===== config.mk =====
export PLATFORM = sky130hd
export DESIGN_NAME = irq_priority_ctrl_reg
export DESIGN_NICKNAME = d
export VERILOG_FILES = /design/src/common/irq_prio_pkg.sv /design/src/design/prio_field_pick.sv /design/src/design/irq_priority_ctrl_reg.sv
export SDC_FILE = /design/constraint.sdc
export NUM_CORES = 1
export LEC_CHECK = 0
export BUFFER_PORTS_ARGS = -buffer_cell sky130_fd_sc_hd__buf_4
export CAP_MARGIN = 30
export CORE_ASPECT_RATIO = 0.7
export CORE_MARGIN = 4
export CORE_UTILIZATION = 49
export CTS_BUF_LIST = sky130_fd_sc_hd__clkbuf_8
export CTS_CLUSTER_DIAMETER = 30
export DETAILED_ROUTE_END_ITERATION = 10
export PLACE_DENSITY_LB_ADDON = 0.25
export SLEW_MARGIN = 0
export SYNTH_ARGS = -nofsm -noshare
export SYNTH_HDL_FRONTEND = slang
export SYNTH_SLANG_ARGS = --single-unit

===== constraint.sdc =====
create_clock -name ref_clk -period 6.1 [get_ports ref_clk]
set_input_delay 1.22 -clock ref_clk [delete_from_list [all_inputs] [get_ports ref_clk]]
set_output_delay 1.22 -clock ref_clk [all_outputs]
set_load 0.03 [all_outputs]

===== src/common/irq_prio_pkg.sv =====
// package for the interrupt priority control register block
// assumes a 32-bit apb slave with a control word at offset 0x0 and a read-only status word at offset 0x4
package irq_prio_pkg;

    // ------------------------------------------------------------
    // register map
    // ------------------------------------------------------------
    localparam logic [11:0] prio_ctrl_offset = 12'h000;
    localparam logic [11:0] prio_level_offset = 12'h004;
    localparam int reg_width = 16;

    // ------------------------------------------------------------
    // field layout
    // ------------------------------------------------------------
    localparam int prio_field_width = 3;
    localparam int pwm_gen_one_lsb = 12;
    localparam int special_event_match_lsb = 8;
    localparam int ext_irq_two_lsb = 4;
    localparam int ext_irq_one_lsb = 0;
    localparam int num_sources = 4;

    // ------------------------------------------------------------
    // reset values and codes
    // ------------------------------------------------------------
    localparam logic [2:0] prio_reset = 3'h4;
    localparam logic [2:0] prio_disabled = 3'h0;
    localparam logic [2:0] prio_lowest = 3'h1;
    localparam logic [2:0] prio_highest = 3'h7;
    localparam logic [15:0] impl_mask = 16'h7777;

    typedef logic [2:0] prio_t;

    typedef struct packed {
        prio_t pwm_gen_one_priority;
        prio_t special_event_match_priority;
        prio_t ext_irq_two_priority;
        prio_t ext_irq_one_priority;
    } prio_set_t;

    typedef struct packed {
        logic [3:0] enabled;
        prio_t top_level;
        logic [1:0] top_source;
    } arb_view_t;

endpackage


===== src/design/prio_field_pick.sv =====
// combinational pick of the highest enabled priority among four fields
// assumes fields come from registers in the same clock domain
`timescale 1ns/1ps
module prio_field_pick
    import irq_prio_pkg::*;
(
    input wire prio_set_t fields,
    output arb_view_t view
);

    // ------------------------------------------------------------
    // pick
    // ------------------------------------------------------------
    prio_t lv [num_sources];

    always_comb begin
        lv[0] = fields.ext_irq_one_priority;
        lv[1] = fields.ext_irq_two_priority;
        lv[2] = fields.special_event_match_priority;
        lv[3] = fields.pwm_gen_one_priority;
        view.enabled = '0;
        view.top_level = prio_disabled;
        view.top_source = 2'h0;
        for (int i = 0; i < num_sources; i++) begin
            view.enabled[i] = (lv[i] != prio_disabled);
            if (lv[i] > view.top_level) begin
                view.top_level = lv[i];
                view.top_source = 2'(i);
            end
        end
    end

endmodule


===== src/design/irq_priority_ctrl_reg.sv =====
// interrupt priority control register with an apb slave port
// assumes a synchronous apb master on ref_clk and arbitration downstream
`timescale 1ns/1ps
module irq_priority_ctrl_reg
    import irq_prio_pkg::*;
(
    input wire logic ref_clk,
    input wire logic rst,
    input wire logic psel,
    input wire logic penable,
    input wire logic pwrite,
    input wire logic [11:0] paddr,
    input wire logic [31:0] pwdata,
    input wire logic [3:0] pstrb,
    output logic [31:0] prdata,
    output logic pready,
    output logic pslverr,
    output prio_set_t prio_out,
    output logic [3:0] src_enabled
);

    // ------------------------------------------------------------
    // field storage
    // ------------------------------------------------------------
    prio_set_t fields_q, fields_d;
    logic [31:0] prdata_q, prdata_d;
    logic pready_q, pready_d;
    logic pslverr_q, pslverr_d;
    logic [3:0] en_q, en_d;
    arb_view_t view;
    logic access;
    logic hit_ctrl;
    logic hit_level;

    function automatic logic [15:0] pack_fields(input prio_set_t f);
        logic [15:0] r;
        r = '0;
        r[pwm_gen_one_lsb +: prio_field_width] = f.pwm_gen_one_priority;
        r[special_event_match_lsb +: prio_field_width] =
            f.special_event_match_priority;
        r[ext_irq_two_lsb +: prio_field_width] = f.ext_irq_two_priority;
        r[ext_irq_one_lsb +: prio_field_width] = f.ext_irq_one_priority;
        return r & impl_mask;
    endfunction

    function automatic prio_t field_at(input prio_set_t f,
                                       input logic [1:0] i);
        prio_t v;
        unique case (i)
            2'h0: v = f.ext_irq_one_priority;
            2'h1: v = f.ext_irq_two_priority;
            2'h2: v = f.special_event_match_priority;
            2'h3: v = f.pwm_gen_one_priority;
        endcase
        return v;
    endfunction

    prio_field_pick u_pick (
        .fields(fields_q),
        .view(view)
    );

    // ------------------------------------------------------------
    // elaboration checks
    // ------------------------------------------------------------
    if (num_sources != 4) begin
        $error("four priority sources are needed");
    end
    if (reg_width != 16) begin
        $error("the register word must be sixteen bits");
    end
    if (prio_field_width != $bits(prio_t)) begin
        $error("field width disagrees with the priority type");
    end
    if (pwm_gen_one_lsb + prio_field_width > reg_width) begin
        $error("pwm generator one field lies outside the word");
    end
    if (special_event_match_lsb + prio_field_width > pwm_gen_one_lsb) begin
        $error("special event field overlaps its neighbour");
    end
    if (ext_irq_two_lsb + prio_field_width > special_event_match_lsb) begin
        $error("external two field overlaps its neighbour");
    end
    if (ext_irq_one_lsb + prio_field_width > ext_irq_two_lsb) begin
        $error("external one field overlaps its neighbour");
    end

    // ------------------------------------------------------------
    // apb decode
    // ------------------------------------------------------------
    assign access = psel && penable && !pready_q;
    assign hit_ctrl = (paddr == prio_ctrl_offset);
    assign hit_level = (paddr == prio_level_offset);

    always_comb begin
        fields_d = fields_q;
        prdata_d = prdata_q;
        pready_d = 1'b0;
        pslverr_d = 1'b0;
        en_d = view.enabled;
        if (access) begin
            pready_d = 1'b1;
            if (hit_ctrl) begin
                if (pwrite) begin
                    if (pstrb[1]) begin
                        fields_d.pwm_gen_one_priority =
                            pwdata[pwm_gen_one_lsb +: 3];
                        fields_d.special_event_match_priority =
                            pwdata[special_event_match_lsb +: 3];
                    end
                    if (pstrb[0]) begin
                        fields_d.ext_irq_two_priority =
                            pwdata[ext_irq_two_lsb +: 3];
                        fields_d.ext_irq_one_priority =
                            pwdata[ext_irq_one_lsb +: 3];
                    end
                end else begin
                    prdata_d = {16'h0000, pack_fields(fields_q)};
                end
            end else if (hit_level) begin
                if (pwrite) begin
                    pslverr_d = 1'b1;
                end else begin
                    prdata_d = {22'h0, view.top_source, 1'b0,
                                view.top_level, view.enabled};
                end
            end else begin
                pslverr_d = 1'b1;
                prdata_d = 32'h00000000;
            end
        end
    end

    always_ff @(posedge ref_clk) begin
        if (rst) begin
            fields_q <= '{prio_reset, prio_reset, prio_reset,
                          prio_reset};
            prdata_q <= 32'h00000000;
            pready_q <= 1'b0;
            pslverr_q <= 1'b0;
            en_q <= 4'hf;
        end else begin
            fields_q <= fields_d;
            prdata_q <= prdata_d;
            pready_q <= pready_d;
            pslverr_q <= pslverr_d;
            en_q <= en_d;
        end
    end

    assign prdata = prdata_q;
    assign pready = pready_q;
    assign pslverr = pslverr_q;
    assign prio_out = fields_q;
    assign src_enabled = en_q;

    // ------------------------------------------------------------
    // checks
    // ------------------------------------------------------------
    chk_pwm_write: assert property (
        @(posedge ref_clk) disable iff (rst)
        access && pwrite && hit_ctrl && pstrb[1] |=>
        prio_out.pwm_gen_one_priority == $past(pwdata[14:12]))
        else $error("pwm generator one field not written");
    chk_sem_write: assert property (
        @(posedge ref_clk) disable iff (rst)
        access && pwrite && hit_ctrl && pstrb[1] |=>
        prio_out.special_event_match_priority == $past(pwdata[10:8]))
        else $error("special event field not written");
    chk_ext2_write: assert property (
        @(posedge ref_clk) disable iff (rst)
        access && pwrite && hit_ctrl && pstrb[0] |=>
        prio_out.ext_irq_two_priority == $past(pwdata[6:4]))
        else $error("external two field not written");
    chk_ext1_write: assert property (
        @(posedge ref_clk) disable iff (rst)
        access && pwrite && hit_ctrl && pstrb[0] |=>
        prio_out.ext_irq_one_priority == $past(pwdata[2:0]))
        else $error("external one field not written");
    chk_pwm_keep: assert property (
        @(posedge ref_clk) disable iff (rst)
        access && pwrite && hit_ctrl && !pstrb[1] |=>
        $stable(prio_out.pwm_gen_one_priority))
        else $error("pwm generator one field written without strobe");
    chk_sem_keep: assert property (
        @(posedge ref_clk) disable iff (rst)
        access && pwrite && hit_ctrl && !pstrb[1] |=>
        $stable(prio_out.special_event_match_priority))
        else $error("special event field written without strobe");
    chk_ext2_keep: assert property (
        @(posedge ref_clk) disable iff (rst)
        access && pwrite && hit_ctrl && !pstrb[0] |=>
        $stable(prio_out.ext_irq_two_priority))
        else $error("external two field written without strobe");
    chk_ext1_keep: assert property (
        @(posedge ref_clk) disable iff (rst)
        access && pwrite && hit_ctrl && !pstrb[0] |=>
        $stable(prio_out.ext_irq_one_priority))
        else $error("external one field written without strobe");
    chk_idle_keep: assert property (
        @(posedge ref_clk) disable iff (rst)
        !(access && pwrite && hit_ctrl) |=> $stable(prio_out))
        else $error("fields changed without a register write");

    // ------------------------------------------------------------
    // checks on read back
    // ------------------------------------------------------------
    chk_pwm_read: assert property (
        @(posedge ref_clk) disable iff (rst)
        access && !pwrite && hit_ctrl |=>
        prdata[14:12] == $past(prio_out.pwm_gen_one_priority))
        else $error("pwm generator one field not read back");
    chk_sem_read: assert property (
        @(posedge ref_clk) disable iff (rst)
        access && !pwrite && hit_ctrl |=>
        prdata[10:8] == $past(prio_out.special_event_match_priority))
        else $error("special event field not read back");
    chk_ext2_read: assert property (
        @(posedge ref_clk) disable iff (rst)
        access && !pwrite && hit_ctrl |=>
        prdata[6:4] == $past(prio_out.ext_irq_two_priority))
        else $error("external two field not read back");
    chk_ext1_read: assert property (
        @(posedge ref_clk) disable iff (rst)
        access && !pwrite && hit_ctrl |=>
        prdata[2:0] == $past(prio_out.ext_irq_one_priority))
        else $error("external one field not read back");
    chk_unimpl_zero: assert property (
        @(posedge ref_clk) disable iff (rst)
        access && !pwrite && hit_ctrl |=>
        (prdata & ~{16'h0000, impl_mask}) == 32'h00000000)
        else $error("unimplemented bits read nonzero");

    // ------------------------------------------------------------
    // checks on levels
    // ------------------------------------------------------------
    chk_top_highest: assert property (
        @(posedge ref_clk) disable iff (rst)
        fields_q.ext_irq_one_priority == prio_highest |->
        view.top_level == prio_highest)
        else $error("level seven not reported as highest");
    chk_top_lowest: assert property (
        @(posedge ref_clk) disable iff (rst)
        fields_q == prio_set_t'{prio_lowest, prio_disabled, prio_disabled,
                                prio_disabled} |->
        view.top_level == prio_lowest && view.top_source == 2'h3)
        else $error("level one not reported");
    chk_top_max: assert property (
        @(posedge ref_clk) disable iff (rst)
        view.top_level >= field_at(fields_q, 2'h0) &&
        view.top_level >= field_at(fields_q, 2'h1) &&
        view.top_level >= field_at(fields_q, 2'h2) &&
        view.top_level >= field_at(fields_q, 2'h3))
        else $error("a field stands above the reported level");
    chk_top_source: assert property (
        @(posedge ref_clk) disable iff (rst)
        view.enabled != 4'h0 |->
        field_at(fields_q, view.top_source) == view.top_level)
        else $error("reported source does not hold the level");
    chk_none_enabled: assert property (
        @(posedge ref_clk) disable iff (rst)
        view.enabled == 4'h0 |->
        view.top_level == prio_disabled)
        else $error("a level reported with every source disabled");
    chk_disable_src: assert property (
        @(posedge ref_clk) disable iff (rst)
        fields_q.ext_irq_one_priority == prio_disabled |=>
        !src_enabled[0])
        else $error("disabled source still enabled");
    chk_enable_map: assert property (
        @(posedge ref_clk) disable iff (rst)
        src_enabled == $past({
            fields_q.pwm_gen_one_priority != prio_disabled,
            fields_q.special_event_match_priority != prio_disabled,
            fields_q.ext_irq_two_priority != prio_disabled,
            fields_q.ext_irq_one_priority != prio_disabled}))
        else $error("enabled sources do not follow the fields");

    // ------------------------------------------------------------
    // checks on the bus answer
    // ------------------------------------------------------------
    chk_ready_answer: assert property (
        @(posedge ref_clk) disable iff (rst)
        access |=> pready)
        else $error("access not answered in the next cycle");
    chk_ready_pulse: assert property (
        @(posedge ref_clk) disable iff (rst)
        pready |=> !pready)
        else $error("pready held longer than one cycle");
    chk_unmapped_err: assert property (
        @(posedge ref_clk) disable iff (rst)
        access && !hit_ctrl && !hit_level |=>
        pslverr && prdata == 32'h00000000)
        else $error("unmapped access not refused");
    chk_status_write: assert property (
        @(posedge ref_clk) disable iff (rst)
        access && pwrite && hit_level |=> pslverr && $stable(prio_out))
        else $error("status write not refused");
    chk_err_ready: assert property (
        @(posedge ref_clk) disable iff (rst)
        pslverr |-> pready)
        else $error("pslverr raised outside an answer");

    // ------------------------------------------------------------
    // checks on reset
    // ------------------------------------------------------------
    chk_reset_value: assert property (
        @(posedge ref_clk)
        !rst && $past(rst) |->
        prio_out == prio_set_t'{prio_reset, prio_reset, prio_reset,
                                prio_reset})
        else $error("fields not reset to level four");
    chk_reset_bus: assert property (
        @(posedge ref_clk)
        !rst && $past(rst) |->
        !pready && !pslverr && prdata == 32'h00000000 &&
        src_enabled == 4'hf)
        else $error("bus outputs not cleared by reset");

endmodule


==> results.cfg <==
[outcome]
status = completed

[critical_path]
critPathMaxStageDelay_ns = 0.55
crit_required_ns = 6.29
r2r-start = prio_out[1]
start_kind = register
worstSetupPathType = reg -> reg
crit_fanout = 7
cpLargestDelayFamily = compound AO/OA/AOI/OAI gates
path_cells = inv_1 -> ha_1 -> nand2_1 -> o21ai_0 -> mux2_2 -> inv_1 -> ha_1 -> a21oi_1 -> a211oi_1 -> a41oi_1 -> inv_1 -> ha_1 -> nand3_1 -> o21ai_0 -> o21ai_0 -> nor3_1 -> o41ai_2
end_kind = register
cp_num_buf_inv = 3
slowest_stage = o21ai_0
startpoint = prio_out[1]
arrival_ns = 4.67

[global_route]
grt_usage_pct = 19.8
grt_pass1_wl_um = 7200
antenna_found_initial = 0
grt_pass1_vias = 1481
grt_max_degree = 33
grt_overflow = 0

[finish]
syn2layout_area_growth_pct = 29.5
fin_area_um2 = 2370
filler_cell_count = 324
antennaDiodeCount = 0
nets = 338
final_cells = 327
drive_gt1_share_pct = 30.7

[placement]
dpl.cell_count = 319
postPlaceCellArea_um2 = 2250
dp_hpwl_um = 3520
port-buffer-count = 61
place.gp.congestion = 0.875

[pwr]
p_total_w = 0.000460
p_switching_w = 0.000109
power_density_nw_per_um2 = 194
internal_power_w = 0.000351
p_comb_share_pct = 10.2
power.share.switching_pct = 23.8
p_leak_nw = 1.11
p_seq_share_pct = 44.1
clock_power_share_pct = 45.7
ir_drop_mv = 0.158

[timing]
finalClockSkew_ns = 0.00939
rsz0062_at_grt = no
setup_viol = 0
whs_ns = 0.464
period_needed_ns = 4.48
finalCritPeriodShare_pct = 73.4
relSlewSlack_pct = 58.3
fin_setup_tns_ns = 0
slew_violations = 0
tightest_slew_ns = 0.620
fmax_mhz = 223
hold_violations = 0

[floorplan]
die_h_um = 59.1
start_util_pct = 51.4
fp.dieW_um = 81.0
rows = 18
io_pins = 103
design.die.area_um2 = 4790
core_area_um2 = 3560

[clocking]
htree_levels = 2
path_clk_slew_ns = 0.07
cts_sinks = 31
cts_tree = done
cts_buffer_depth = 2
post_cts_resized = 0
ctsRootBufferMaster = clkbuf_8
clk-insertion-delay-late_ns = 0.28
cts_made_buffers = 5
post-cts-setup-buffers = 0
ctsHoldBuffers = 0

[routing]
wirelength_um = 4670
drt_iter0_drc = 82
ant_nets = 0
via_per_inst = 5.21
drc = 0
avgRoutedWirePerCell_um = 14.3
dr.pass1.iters = 4
vias = 1703

[yosys]
yosysTopAreaCell = dfxtp_1
syn_area_um2 = 1830
ys_seq_area_share_pct = 33.9
async_reset_ff_share_pct = 0
synth_edf_count = 0
synthFlopType = dfxtp_1
yosysMostFrequentCell = dfxtp_1
ys_ff_latch = 31
synth.area.top_cells = dfxtp_1 (34%), buf_4 (7.8%), ha_1 (6.2%), nor2_1 (6.2%), mux2i_1 (4.4%)
yosys-top-cells-count = dfxtp_1 (31), nor2_1 (30), buf_4 (19)
yosysWarningCount = 0
synth_top_cell_area_share_pct = 33.9
ys_types = 43
avgSynthCellArea_um2 = 8.50
netlist_instances = 215

[hold_path]
min_from = prdata[9]
hp-class = reg -> reg

[job]
maxCapViolCount = 0
## logic make-up after synthesis
family	after synthesis	synth area share, %
mux	9	5.00
other cells	1	0.205
fa+ha+maj	9	6.16
flops	31	33.9
compound gates	47	19.0
simple gates	80	23.9
buf+inv	38	11.8
## stage by stage
stage,worst slack [ns],util (%)
after floorplan,2.26,-
after CTS,1.66,66.5
final,1.62,66.5
after global routing,1.23,66.5
after detailed placement,1.73,63.2
after global placement,1.74,63.2
## worst paths after layout
| kind | endpoint | slack, ns | cells after the start |
|---|---|---|---|
| worst max-delay path | prdata[6] | 1.62 | 17 |
| worst min-delay path | prdata[9] | 0.46 | 2 |
| worst max register to register | prdata[6] | 1.62 | 17 |
| worst min register to register | prdata[9] | 0.46 | 2 |
## cell type report
type | instances | area (um^2) | area share, %
multi-input combinational | 164 | 1060 | 44.8
sequential | 31 | 621 | 26.2
timing repair buffer | 61 | 458 | 19.3
clock buffer | 6 | 82.6 | 3.49
tap | 50 | 62.6 | 2.64
inverter | 13 | 48.8 | 2.06
clock inverter | 2 | 35.0 | 1.48
## power groups by stage
| stage | clock [W] | combinational, W | sequential, W |
|---|---|---|---|
| after floorplan | 0 | 0.0000353 | 0.000209 |
| after global placement | 0 | 0.0000461 | 0.000208 |
| after detailed placement | 0 | 0.0000465 | 0.000208 |
| after CTS | 0.000212 | 0.0000466 | 0.000203 |
| after global routing | 0.000222 | 0.0000500 | 0.000203 |
| final | 0.000210 | 0.0000470 | 0.000203 |
## worst reg2reg max path, cell delays in order (launching register included)
cell and delay [ns]:
dfxtp_1 0.48, inv_1 0.08, ha_1 0.37, nand2_1 0.06
o21ai_0 0.30, mux2_2 0.41, inv_1 0.07, ha_1 0.24
a21oi_1 0.40, a211oi_1 0.15, a41oi_1 0.27, inv_1 0.08
ha_1 0.29, nand3_1 0.08, o21ai_0 0.16, o21ai_0 0.55
nor3_1 0.11, o41ai_2 0.29
## metal layers
layer	part of all wire [%]	GRT usage [%]
met2	43	28.5
met1	48	28.4
met3	8.5	7.29
met5	0	0
met4	0.32	3.61
## cells in the final DEF (no fill, tap or decap), types with 2 or more instances in the layout
master / count
buf_4: 61
a41oi_1: 2
nand3_2: 3
or2_2: 3
nor4_1: 4
and2_1: 2
clkbuf_8: 6
nand2_1: 8
a32oi_1: 2
a211oi_1: 3
nor3_1: 7
nand2b_1: 3
nor2_1: 30
mux2i_1: 8
a21oi_1: 12
inv_1: 13
dfxtp_1: 31
nand3_1: 3
o41ai_2: 3
o21ai_0: 7
conb_1: 19
o2111ai_1: 4
and3_1: 3
or3_1: 2
nand3b_1: 4
a211o_1: 4
ha_1: 9
a22oi_1: 4
nor4_2: 2
## flip-flops by register name, indices dropped and copies added, names as in the netlist
| signal | flops |
|---|---|
| pslverr | 1 |
| prio_out | 12 |
| pready | 1 |
| prdata | 13 |
| src_enabled | 4 |
(Power assumes the default switching activity.)
